**config.mk**
```make
export PLATFORM = sky130hd
export DESIGN_NAME = aps_supervisor
export DESIGN_NICKNAME = d
export VERILOG_FILES = /design/src/hdl/aps_pkg.sv /design/src/hdl/aps_channel.sv /design/src/hdl/aps_supervisor.sv
export SDC_FILE = /design/constraint.sdc
export NUM_CORES = 1
export LEC_CHECK = 0
export BUFFER_PORTS_ARGS = -buffer_cell sky130_fd_sc_hd__buf_2
export CAP_MARGIN = 0
export CORE_MARGIN = 2
export CORE_UTILIZATION = 51
export CTS_BUF_LIST = sky130_fd_sc_hd__clkbuf_8
export CTS_CLUSTER_DIAMETER = 200
export CTS_CLUSTER_SIZE = 8
export DETAILED_ROUTE_END_ITERATION = 8
export PLACE_DENSITY = 0.79
export SKIP_LAST_GASP = 1
export SLEW_MARGIN = 20
export SYNTH_ARGS = -nofsm -noshare
export SYNTH_HDL_FRONTEND = slang
export SYNTH_SLANG_ARGS = --single-unit
```
**constraint.sdc**
```tcl
create_clock -name core_clk -period 2.58 [get_ports core_clk]
set_clock_uncertainty 0.2 [all_clocks]
set_input_delay 0.387 -clock core_clk [delete_from_list [all_inputs] [get_ports core_clk]]
set_output_delay 0.387 -clock core_clk [all_outputs]
set_load 0.02 [all_outputs]
```
**src/hdl/aps_pkg.sv**
```systemverilog
// Constants and types for the amplifier protection supervisor
package aps_pkg;
  localparam int APS_CLK_HZ = 40000000;
  localparam int APS_RETRY_MS = 50;
  localparam int APS_RETRY_CYC = APS_CLK_HZ / 1000 * APS_RETRY_MS;
  localparam int APS_NCH = 2;
  // Register map (byte addresses on the plain register port)
  localparam logic [3:0] APS_REG_CTRL = 4'h0;
  localparam logic [3:0] APS_REG_STAT = 4'h4;
  localparam logic [3:0] APS_REG_CHST = 4'h8;
  // Control register fields
  localparam int APS_CTRL_FAULT_INDICATOR_PIN_MASK = 0;
  localparam int APS_CTRL_SD_MASK = 1;
  localparam int APS_CTRL_RUN = 2;
  // Status register fields
  localparam int APS_STAT_OFFSET = 0;
  localparam int APS_STAT_OTP = 1;
  localparam int APS_STAT_FOLD = 2;
  localparam int APS_STAT_UV = 3;
  localparam int APS_STAT_OV = 4;
  localparam int APS_STAT_OFF_LATCH = 5;
  localparam logic [2:0] APS_CTRL_RST = 3'h0;
  typedef enum logic [1:0] {
    APS_CH_OFF = 2'b00,
    APS_CH_WINDOW = 2'b01,
    APS_CH_RUN = 2'b10,
    APS_CH_RETRY = 2'b11
  } aps_ch_state_t;
endpackage : aps_pkg

```
**src/hdl/aps_channel.sv**
```systemverilog
// One amplifier channel: window check, short shutdown and retry timing
`timescale 1ns/1ps
`default_nettype none
module aps_channel
  import aps_pkg::*;
#(
  parameter int RETRY_CYC = APS_RETRY_CYC
) (
  input wire logic core_clk,
  input wire logic rst_b,
  input wire logic allow,
  input wire logic load_short,
  input wire logic supply_short,
  input wire logic out_open,
  output logic stage_en,
  output logic short_flag,
  output aps_ch_state_t state
);
  localparam int CW = $clog2(RETRY_CYC + 1);
  localparam logic [CW-1:0] CNT_ONE = CW'(1);
  localparam logic [CW-1:0] CNT_LOAD = CW'(RETRY_CYC - 1);
  aps_ch_state_t st_r;
  logic [CW-1:0] cnt_r;

  always_ff @(posedge core_clk or negedge rst_b) begin
    if (!rst_b) begin
      st_r <= APS_CH_OFF;
      cnt_r <= '0;
    end else if (!allow) begin
      st_r <= APS_CH_OFF;
      cnt_r <= '0;
    end else begin
      case (st_r)
        APS_CH_OFF: begin
          st_r <= APS_CH_WINDOW;
        end
        // Stages stay off until outputs read open
        APS_CH_WINDOW: begin
          if (out_open && !supply_short) begin
            st_r <= APS_CH_RUN;
          end
        end
        APS_CH_RUN: begin
          if (load_short || supply_short) begin
            st_r <= APS_CH_RETRY;
            cnt_r <= CNT_LOAD;
          end
        end
        APS_CH_RETRY: begin
          if (cnt_r <= CNT_ONE) begin
            st_r <= APS_CH_WINDOW;
          end else begin
            cnt_r <= cnt_r - CNT_ONE;
          end
        end
        default: begin
          st_r <= APS_CH_OFF;
        end
      endcase
    end
  end

  assign stage_en = (st_r == APS_CH_RUN);
  assign short_flag = (st_r == APS_CH_RETRY) || (st_r == APS_CH_RUN && (load_short || supply_short));
  assign state = st_r;
endmodule : aps_channel
`default_nettype wire

```
**src/hdl/aps_supervisor.sv**
```systemverilog
// Protection supervisor for a two-channel switching amplifier
`timescale 1ns/1ps
`default_nettype none
module aps_supervisor
  import aps_pkg::*;
#(
  parameter int NCH = APS_NCH,
  parameter int RETRY_CYC = APS_RETRY_CYC
) (
  input wire logic core_clk,
  input wire logic rst_b,
  input wire logic bus_mode,
  input wire logic amp_enable,
  input wire logic offset_filter_grounded,
  input wire logic temp_fold,
  input wire logic temp_over,
  input wire logic overcurrent,
  input wire logic offset_trip,
  input wire logic supply_low,
  input wire logic supply_high,
  input wire logic [NCH-1:0] load_short,
  input wire logic [NCH-1:0] supply_short,
  input wire logic [NCH-1:0] out_open,
  input wire logic [3:0] reg_addr,
  input wire logic [31:0] reg_wdata,
  input wire logic reg_wr,
  input wire logic reg_rd,
  output logic [31:0] reg_rdata,
  output logic [NCH-1:0] stage_en_r,
  output logic mute_r,
  output logic gain_reduce_r,
  output logic current_limit_r,
  output logic fault_indicator_pin_o,
  output logic fault_indicator_pin_oe
);
  logic fault_indicator_pin_mask_r;
  logic sd_mask_r;
  logic run_r;
  logic offset_latch_r;
  logic offset_alarm_r;
  logic enable_d_r;
  logic uv_hold;
  logic temp_shut;
  logic volt_shut;
  logic host_hold;
  logic enable_fall;
  logic offset_clear;
  logic stat_read;
  logic ctrl_write;
  logic pull_short;
  logic pull_supply;
  logic pull_thermal;
  logic pull_offset;
  logic pin_pull_nxt;
  logic [NCH-1:0] ch_pull;
  logic [NCH-1:0] stage_nxt;
  logic [31:0] ctrl_word;
  logic [31:0] stat_word;
  logic [31:0] chst_word;
  logic [NCH-1:0] ch_en;
  logic [NCH-1:0] ch_short;
  logic [NCH-1:0] ch_allow;
  logic global_ok;
  logic guard_active;
  logic offset_fault_indicator_pin;
  logic offset_sd;
  logic short_any;
  logic [31:0] rdata_nxt;

  // Guard is off when its filter pin is strapped low
  assign guard_active = !offset_filter_grounded && offset_trip;
  assign offset_sd = guard_active && (!bus_mode || !sd_mask_r);
  assign offset_fault_indicator_pin = guard_active && (!bus_mode || !fault_indicator_pin_mask_r);

  // Falling enable pin is one of two ways out of the latch
  always_ff @(posedge core_clk or negedge rst_b) begin
    if (!rst_b) begin
      enable_d_r <= 1'b0;
    end else begin
      enable_d_r <= amp_enable;
    end
  end

  assign enable_fall = enable_d_r && !amp_enable;
  assign offset_clear = enable_fall || offset_filter_grounded;

  // Offset shutdown holds until enable falls or guard disabled
  // A trip in the same cycle as a clear keeps the latch set
  always_ff @(posedge core_clk or negedge rst_b) begin
    if (!rst_b) begin
      offset_latch_r <= 1'b0;
    end else if (offset_sd) begin
      offset_latch_r <= 1'b1;
    end else if (offset_clear) begin
      offset_latch_r <= 1'b0;
    end
  end

  assign stat_read = reg_rd && (reg_addr == APS_REG_STAT);
  assign ctrl_write = reg_wr && (reg_addr == APS_REG_CTRL);

  // Alarm bit is sticky; read clears, but a new trip wins
  always_ff @(posedge core_clk or negedge rst_b) begin
    if (!rst_b) begin
      offset_alarm_r <= 1'b0;
    end else if (guard_active && bus_mode) begin
      offset_alarm_r <= 1'b1;
    end else if (stat_read) begin
      offset_alarm_r <= 1'b0;
    end
  end

  // Diagnostic mask: in bus mode a masked offset trip leaves the pin alone
  always_ff @(posedge core_clk or negedge rst_b) begin
    if (!rst_b) begin
      fault_indicator_pin_mask_r <= APS_CTRL_RST[APS_CTRL_FAULT_INDICATOR_PIN_MASK];
    end else if (ctrl_write) begin
      fault_indicator_pin_mask_r <= reg_wdata[APS_CTRL_FAULT_INDICATOR_PIN_MASK];
    end
  end

  // Shutdown mask: in bus mode a masked offset trip keeps both channels up
  always_ff @(posedge core_clk or negedge rst_b) begin
    if (!rst_b) begin
      sd_mask_r <= APS_CTRL_RST[APS_CTRL_SD_MASK];
    end else if (ctrl_write) begin
      sd_mask_r <= reg_wdata[APS_CTRL_SD_MASK];
    end
  end

  // Run bit resets to zero, so bus mode needs a host command after reset
  always_ff @(posedge core_clk or negedge rst_b) begin
    if (!rst_b) begin
      run_r <= APS_CTRL_RST[APS_CTRL_RUN];
    end else if (ctrl_write) begin
      run_r <= reg_wdata[APS_CTRL_RUN];
    end
  end

  // Whole-device shutdown causes; all but offset self-clear
  assign temp_shut = temp_over;
  assign volt_shut = supply_high || uv_hold;

  // Bus mode holds the stages until the host sets the run bit
  assign host_hold = bus_mode && !run_r;

  // Besides the bus-mode run hold, the offset latch is the only cause that needs an outside clear
  assign global_ok = amp_enable && !host_hold && !temp_shut && !volt_shut
    && !offset_latch_r && !offset_sd;

  // Undervoltage sequence: mute first, then stop, then wait for the supply
  typedef enum logic [1:0] {
    APS_UV_RUN = 2'b00,
    APS_UV_MUTE = 2'b01,
    APS_UV_STOP = 2'b10
  } aps_uv_state_t;
  aps_uv_state_t uv_st_r;

  always_ff @(posedge core_clk or negedge rst_b) begin
    if (!rst_b) begin
      uv_st_r <= APS_UV_RUN;
    end else begin
      case (uv_st_r)
        APS_UV_RUN: begin
          if (supply_low) begin
            uv_st_r <= APS_UV_MUTE;
          end
        end
        // Stages stay up for this one cycle while mute already stands
        APS_UV_MUTE: begin
          uv_st_r <= APS_UV_STOP;
        end
        // Restart needs nothing from the host, only a good supply
        APS_UV_STOP: begin
          if (!supply_low) begin
            uv_st_r <= APS_UV_RUN;
          end
        end
        default: begin
          uv_st_r <= APS_UV_RUN;
        end
      endcase
    end
  end

  assign uv_hold = (uv_st_r != APS_UV_RUN);

  // Mute rises at once on undervoltage, ahead of the stage shutdown
  always_ff @(posedge core_clk or negedge rst_b) begin
    if (!rst_b) begin
      mute_r <= 1'b1;
    end else begin
      mute_r <= supply_low || !global_ok;
    end
  end

  genvar g;
  generate
    for (g = 0; g < NCH; g = g + 1) begin : g_ch
      // Every channel sees the same device-wide permission
      assign ch_allow[g] = global_ok;
      // Any short on this channel, live or being retried
      assign ch_pull[g] = ch_short[g] || load_short[g] || supply_short[g];
      aps_channel #(
        .RETRY_CYC(RETRY_CYC)
      ) u_ch (
        .core_clk(core_clk),
        .rst_b(rst_b),
        .allow(ch_allow[g]),
        .load_short(load_short[g]),
        .supply_short(supply_short[g]),
        .out_open(out_open[g]),
        .stage_en(ch_en[g]),
        .short_flag(ch_short[g]),
        .state()
      );
    end
  endgenerate

  assign short_any = |ch_pull;

  // Stages follow the channel machines only while the device may run
  assign stage_nxt = ch_en & {NCH{global_ok}};

  // Flopped so the stage enables never glitch on a combinational path
  always_ff @(posedge core_clk or negedge rst_b) begin
    if (!rst_b) begin
      stage_en_r <= '0;
    end else begin
      stage_en_r <= stage_nxt;
    end
  end

  // Gain foldback keeps switching; shutdown is left to the higher trip
  always_ff @(posedge core_clk or negedge rst_b) begin
    if (!rst_b) begin
      gain_reduce_r <= 1'b0;
    end else begin
      gain_reduce_r <= temp_fold;
    end
  end

  // Current limiting never touches the stage enables
  always_ff @(posedge core_clk or negedge rst_b) begin
    if (!rst_b) begin
      current_limit_r <= 1'b0;
    end else begin
      current_limit_r <= overcurrent;
    end
  end

  // Open drain: the pin only ever pulls low, so its data bit is fixed
  always_ff @(posedge core_clk or negedge rst_b) begin
    if (!rst_b) begin
      fault_indicator_pin_o <= 1'b0;
    end else begin
      fault_indicator_pin_o <= 1'b0;
    end
  end

  // Pin follows the live faults and each channel's retry wait, and is released once both have cleared
  assign pull_short = short_any;
  assign pull_supply = supply_low || supply_high;
  assign pull_thermal = temp_over || overcurrent;
  assign pull_offset = offset_fault_indicator_pin;
  assign pin_pull_nxt = pull_short || pull_supply || pull_thermal || pull_offset;

  always_ff @(posedge core_clk or negedge rst_b) begin
    if (!rst_b) begin
      fault_indicator_pin_oe <= 1'b0;
    end else begin
      fault_indicator_pin_oe <= pin_pull_nxt;
    end
  end

  // Control bits read back where they were written
  always_comb begin
    ctrl_word = '0;
    ctrl_word[APS_CTRL_FAULT_INDICATOR_PIN_MASK] = fault_indicator_pin_mask_r;
    ctrl_word[APS_CTRL_SD_MASK] = sd_mask_r;
    ctrl_word[APS_CTRL_RUN] = run_r;
  end

  // Live fault levels beside the two sticky bits
  always_comb begin
    stat_word = '0;
    stat_word[APS_STAT_OFFSET] = offset_alarm_r;
    stat_word[APS_STAT_OTP] = temp_over;
    stat_word[APS_STAT_FOLD] = temp_fold;
    stat_word[APS_STAT_UV] = supply_low;
    stat_word[APS_STAT_OV] = supply_high;
    stat_word[APS_STAT_OFF_LATCH] = offset_latch_r;
  end

  // Running and short/retry flags per channel
  always_comb begin
    chst_word = '0;
    chst_word[NCH-1:0] = ch_en;
    chst_word[2*NCH-1:NCH] = ch_short;
  end

  // Unmapped addresses read as zero
  always_comb begin
    rdata_nxt = '0;
    if (reg_addr == APS_REG_CTRL) begin
      rdata_nxt = ctrl_word;
    end else if (reg_addr == APS_REG_STAT) begin
      rdata_nxt = stat_word;
    end else if (reg_addr == APS_REG_CHST) begin
      rdata_nxt = chst_word;
    end
  end

  // Read data stands only in the cycle after the strobe
  always_ff @(posedge core_clk or negedge rst_b) begin
    if (!rst_b) begin
      reg_rdata <= '0;
    end else if (reg_rd) begin
      reg_rdata <= rdata_nxt;
    end else begin
      reg_rdata <= '0;
    end
  end
endmodule : aps_supervisor
`default_nettype wire

```
==> summary.md, run 1 <==
| Metric | Value |
|---|---|
| Avg Cell Area, Syn | `9.10 um^2` |
| Reg area | `1650 um^2` |
| Fraction of layout instances using a drive strength above 1 | `0.209` |
| Tcrit/Tclk final | `0.955` |
| TritonCTS clock tree | `built` |
| Crit end category | `flop` |
| Max-cap violations | `0` |
| Relative slew slack | `0.542` |
| Die Area | `8650 um^2` |
| CTS H-tree depth | `3` |
| Largest net degree at the start of global routing | `41` |
| Largest area contributor in the netlist | `dfrtp_1` |
| Leakage | `2.10 nW` |
| Power Total | `2.17 mW` |
| Setup TNS | `0 ns` |
| Final ANT Viol Nets | `0` |
| Yosys reg bits | `66` |
| Rows | `32` |
| Proportion of netlist area held by the largest area contributor | `0.403` |
| Dpl hpwl | `6600 um` |
| Area of the multi-input gates | `2190 um^2` |
| Clk_lat worst skew | `0.36 ns` |
| Core area | `7690 um^2` |
| Unrepaired setup endpoints after global routing | `no` |
| Post-synthesis sequential area ratio | `0.409` |
| Final #Nets | `573` |
| Clk pin slew, worst setup/hold paths | `0.08 ns` |
| GR Overflow Total | `0` |
| Worst hold path type | `input port to flop` |
| Power per cell area | `464 nW/um^2` |
| Highest achievable clock rate | `406 MHz` |
| Crit path largest cell delay | `0.48 ns` |
| DR WL/cell | `15.4 um` |
| Worst path required time | `2.61 ns` |
| Antenna Cells | `0` |
| Initial antenna violation count | `0` |
| Actual slew at the worst max-slew pin | `0.681 ns` |
| Crit path max fanout | `5` |
| Hold Vio Cnt, Final | `0` |
| Initial Util | `0.525` |
| GPL Wtd Cong | `0.840` |
| Vias | `3,640` |
| Drt total wl | `9420 um` |
| Clock Root Buffer | `clkbuf_8` |
| Detailed-route DRC error count | `0` |
| Commonest register cell after synthesis | `dfrtp_1` |
| Post-layout min period | `2.46 ns` |
| TritonRoute pass-1 iters | `5` |
| I/O Buffers | `37` |
| Util after Layout | `0.609` |
| CP top delay family | `simple AND/OR/NAND/NOR gates` |
| GR Util All Layers | `0.230` |
| Post-synth EDFFs | `0` |
| CP max-delay cell | `or4b_1` |
| Post-Syn Area | `4040 um^2` |
| Io pins | `94` |
| Critical path, cell by cell | `inv_1 -> ha_1 -> or4b_1 -> or4_4 -> o31a_1 -> o21ai_0 -> a21oi_1` |
| Status | `complete, no violations` |
| CTS Buffer Depth | `2` |
| Iter 0 DRT Violations | `267` |
| Commonest non-fill, non-tap cell in the layout | `dfrtp_1` |
| Die Height | `93.0 um` |
| Number of global-route vias before repair | `3,484` |
| CP Buf/Inv Count | `1` |
| Area growth from synthesis to layout | `15.9%` |
| Die X | `93.0 um` |
| CP arrival | `2.49 ns` |
| CTS Buf Count | `9` |
| Slew Limit Fails | `0` |
| Peak supply drop | `0.000284 V` |
| Largest cells by area after synthesis | `dfrtp_1 (40%), buf_4 (5.0%), a21oi_1 (4.1%)` |
| Final setup vio count | `0` |
| Syn Inst Count | `444` |
| Post-DR vias/cell | `5.94` |
| Fillers | `661` |
| Commonest cells after routing, fill and taps aside | `dfrtp_1 (65), buf_2 (37), nor2_1 (33), a21oi_1 (33), nand2_1 (31)` |
| First-pass GRT wire length | `16,100 um` |
| CTS sink cnt | `66` |
| Fraction of registers with async set/reset | `1.00` |
| Yosys warns | `0` |
| Crit start category | `flop` |
| Netlist cell types | `63` |
| CP Class | `flop to flop` |
-- sequential cells by signal, summed over array words and instances, names as in the netlist, 2 cells and up --
| name | flops |
|---|---|
| uv_st_r | 2 |
| stage_en_r | 2 |
| reg_rdata | 6 |
| g_ch.u_ch.state | 4 |
| g_ch.u_ch.cnt_r | 42 |
-- final timing paths --
check                                                              end  slack, ns                              start  cells after the start
worst max-delay path                g_ch[0].u_ch.cnt_r[16]$_DFFE_PN0P_       0.12  g_ch[0].u_ch.cnt_r[0]$_DFFE_PN0P_                      7
worst min-delay path            fault_indicator_pin_mask_r$_DFFE_PN0P_       0.05                       reg_wdata[0]                      2
worst max register to register      g_ch[0].u_ch.cnt_r[16]$_DFFE_PN0P_       0.12  g_ch[0].u_ch.cnt_r[0]$_DFFE_PN0P_                      7
worst min register to register                  uv_st_r[0]$_DFFE_PN0P_       0.26             uv_st_r[0]$_DFFE_PN0P_                      1
max in group asynchronous            g_ch[1].u_ch.cnt_r[6]$_DFFE_PN0P_       1.19                              rst_b                      3
min in group asynchronous                       reg_rdata[4]$_DFF_PN0_       0.38                              rst_b                      2
-- cell type report --
class	count	area share
clock buffers	9	0.0265
multi-input cells	342	0.467
inverters	19	0.0152
clock inverters	7	0.0166
repair buffers	68	0.0941
flip-flops and latches	66	0.353
well taps	102	0.0273
-- per-stage QoR --
step	cells	instance area, um^2	setup slack [ns]	hold WS (ns)
floorplan	470	4140	0.0696	-0.109
global placement	591	4380	0.154	0.227
detailed placement	591	4380	0.0656	0.230
CTS	611	4620	0.0567	0.0469
global route	613	4680	0.00385	0.0447
finish	613	4680	0.115	0.0545
-- power by group --
part | switching, mW | internal (mW) | leakage (nW)
Sequential | 0.0268 | 1.07 | 0.893
Clock | 0.441 | 0.452 | 0.0998
Combinational | 0.120 | 0.0641 | 1.11
-- cell usage after synthesis (2+ instances only) --
cell       count
nor4_1        13
mux2_2         3
nand4_1        3
and2_1         3
o311ai_0       3
or3_1         17
inv_1         19
o21a_1         3
dfrtp_1       65
mux2i_1        3
and3_1         2
o41ai_1        5
a22oi_1        2
a31o_2         3
a31oi_1        6
nand2b_1       5
nor2_1        33
o31a_1         4
nand2_1       31
or4_1         13
clkbuf_1      13
or2_2          4
nor4b_1        3
nor3_1        12
a21oi_1       33
nor4_4         2
buf_4         27
nor3_2         2
nor3b_1        4
a211oi_1       5
buf_2          3
a41o_1         2
nand3_1       13
a311oi_1       9
or3b_2         2
o31ai_1        9
a2111oi_0      2
o21ai_0       26
o311a_1        2
ha_1          12
-- timing repair --
action,in CTS,in global routing
buffers inserted,0,2
setup endpoints to repair,0,31
resized for setup,0,9
hold buffers,4,0
endpoints found under the hold margin,28,0
-- kinds of logic after synthesis --
| kind of cell | synth area share |
|---|---|
| AO/OA/AOI/OAI | 0.211 |
| multiplexers | 0.0158 |
| other | 0.000928 |
| AND/OR/NAND/NOR | 0.242 |
| adder cells (fa/ha/maj) | 0.0372 |
| buffers and inverters | 0.0836 |
| flip-flops | 0.409 |
-- routing by layer --
layer,GRT usage,part of all wire
met4,0.0944,0.023
met5,0,0
met2,0.372,0.49
met1,0.307,0.44
met3,0.0387,0.051
Note: power is estimated with default switching activity, not from simulation.
==> run 2: changes to the inputs <==
CORE_UTILIZATION = 56   (was 51)
PLACE_DENSITY = 0.83   (was 0.79)
clock period = 2.6 ns   (was 2.58 ns; I/O delays follow)
==> summary.md, run 2 (same netlist as run 1, synthesis figures left out) <==
| Metric | Value |
|---|---|
| Largest net degree at the start of global routing | `67 (+63%)` |
| Fraction of layout instances using a drive strength above 1 | `0.209 (unchanged)` |
| Commonest non-fill, non-tap cell in the layout | `dfrtp_1` |
| Power Total | `2.25 mW (+3.8%)` |
| Worst hold path type | `input port to flop` |
| Area growth from synthesis to layout | `16.0%` |
| Final setup vio count | `0 (unchanged)` |
| Crit path max fanout | `9 (+4)` |
| Die Height | `88.9 um (-4.4%)` |
| Commonest cells after routing, fill and taps aside | `dfrtp_1 (65), buf_2 (37), nor2_1 (33), a21oi_1 (33), nand2_1 (31)` |
| Largest Register | `g_ch.u_ch.cnt_r` |
| Iter 0 DRT Violations | `311 (+16%)` |
| Antenna Cells | `0 (unchanged)` |
| First-pass GRT wire length | `16,200 um (+0.86%)` |
| Post-DR vias/cell | `6.11 (+2.9%)` |
| Clock Root Buffer | `clkbuf_8` |
| Power per cell area | `481 nW/um^2 (+3.7%)` |
| Actual slew at the worst max-slew pin | `0.693 ns (+0.0122 ns)` |
| Critical path, cell by cell | `or4_1 -> nor4_4 -> buf_4 -> a41oi_2 -> a21oi_1 -> a311oi_1` |
| GR Overflow Total | `0 (unchanged)` |
| Status | `complete, no violations` |
| Io pins | `94 (unchanged)` |
| GPL Wtd Cong | `0.943 (+12%)` |
| Number of global-route vias before repair | `3,488 (+0.11%)` |
| Max-cap violations | `0 (unchanged)` |
| Fillers | `529 (-20%)` |
| Dpl hpwl | `6840 um (+3.6%)` |
| CTS sink cnt | `66 (unchanged)` |
| Pre-CTS WS | `0.107 ns (+0.0416 ns)` |
| Tcrit/Tclk final | `0.965 (+0.00936)` |
| Leakage | `2.11 nW (+0.51%)` |
| TritonRoute pass-1 iters | `5 (unchanged)` |
| Placed insts | `586 (-0.85%)` |
| Max FFs per register | `42 (unchanged)` |
| TritonCTS clock tree | `built` |
| Setup ws final | `0.0918 ns (-0.0234 ns)` |
| Detailed-route DRC error count | `0 (unchanged)` |
| Final #Nets | `573 (unchanged)` |
| CP arrival | `2.51 ns (+0.02 ns)` |
| Peak supply drop | `0.000393 V (+38%)` |
| Slew Limit Fails | `0 (unchanged)` |
| Core area | `6870 um^2 (-11%)` |
| Setup TNS | `0 ns (unchanged)` |
| I/O Buffers | `37 (unchanged)` |
| Unrepaired setup endpoints after global routing | `yes` |
| Die X | `88.9 um (-4.4%)` |
| CTS Buf Count | `9 (unchanged)` |
| Drt total wl | `9940 um (+5.6%)` |
| CP Class | `flop to flop` |
| Clk pin slew, worst setup/hold paths | `0.08 ns (about the same)` |
| Crit path largest cell delay | `0.66 ns (+0.18 ns)` |
| Worst path required time | `2.60 ns (about the same)` |
| CP max-delay cell | `or4_1` |
| Util after Layout | `0.682 (+0.0734)` |
| Vias | `3,710 (+1.9%)` |
| CTS Buffer Depth | `2 (unchanged)` |
| Crit end category | `flop` |
| CTS H-tree depth | `3 (unchanged)` |
| Initial Util | `0.588 (+0.0626)` |
| DR WL/cell | `16.4 um (+6.6%)` |
| Post-layout min period | `2.51 ns (+0.0434 ns)` |
| GR Util All Layers | `0.261 (+0.0317)` |
| Clk_lat worst skew | `0.35 ns (about the same)` |
| Highest achievable clock rate | `399 MHz (-1.7%)` |
| Relative slew slack | `0.533 (-0.00819)` |
| Die Area | `7910 um^2 (-8.6%)` |
| Non-filler cells, final | `607 (-0.98%)` |
| Hold Vio Cnt, Final | `0 (unchanged)` |
| Final ANT Viol Nets | `0 (unchanged)` |
| Rows | `30 (-6.3%)` |
| Initial antenna violation count | `0 (unchanged)` |
| Crit start category | `flop` |
==> run 2: power breakdown <==
| group | switching [mW] | internal [mW] | total [mW] |
|---|---|---|---|
| clock network | 0.436 | 0.546 | 0.982 |
| logic | 0.121 | 0.0650 | 0.186 |
| registers | 0.0260 | 1.06 | 1.09 |
| total | 0.583 | 1.67 | 2.25 |
==> run 2: layout make-up <==
class	count	area [um^2]	share of cell area
Clock inverter	7	101	0.0216
Timing Repair Buffer	68	453	0.0966
Tap cell	96	120	0.0256
Clock buffer	9	124	0.0264
Inverter	19	71.3	0.0152
Sequential cell	66	1650	0.353
Multi-Input combinational cell	342	2160	0.462
==> run 2: critical path: cells and delay by family (launching register included) <==
family                 cells  cell delay, ns
AO/OA/AOI/OAI              3            0.66
flip-flops                 1            0.41
AND/OR/NAND/NOR            2            0.91
buffers and inverters      1            0.19
==> run 2: path summary, 6_finish.rpt <==
check,start,to,slack [ns],cells after the start
setup / recovery,g_ch[0].u_ch.cnt_r[15]$_DFFE_PN0P_,g_ch[0].u_ch.cnt_r[5]$_DFFE_PN0P_,0.09,6
hold / removal,reg_wdata[2],run_r$_DFFE_PN0P_,0.06,2
setup reg to reg,g_ch[0].u_ch.cnt_r[15]$_DFFE_PN0P_,g_ch[0].u_ch.cnt_r[5]$_DFFE_PN0P_,0.09,6
hold reg to reg,uv_st_r[0]$_DFFE_PN0P_,uv_st_r[0]$_DFFE_PN0P_,0.26,1
max in group asynchronous,rst_b,g_ch[0].u_ch.cnt_r[20]$_DFFE_PN0P_,1.52,3
min in group asynchronous,rst_b,reg_rdata[1]$_DFF_PN0_,0.38,3
==> run 2: stage by stage <==
step,cell area [um^2],hold WS [ns]
floorplan,4140,-0.106
CTS,4660,0.0538
global placement,4400,0.232
finish,4690,0.0625
detailed placement,4400,0.234
global route,4690,0.0595
==> run 2: timing repair <==
action	4_1_cts	5_1_grt
gates resized for setup	0	4
hold buffers	4	0
hold endpoints to repair	68	0
endpoints found under the setup margin	0	9
buffers inserted	0	1
==> run 2: routing by layer <==
metal	vias up	part of all wire	track usage
li1	1756	-	-
met1	1758	0.42	0.338
met2	170	0.50	0.433
met3	26	0.067	0.0480
met4	0	0.017	0.107
met5	-	0	0
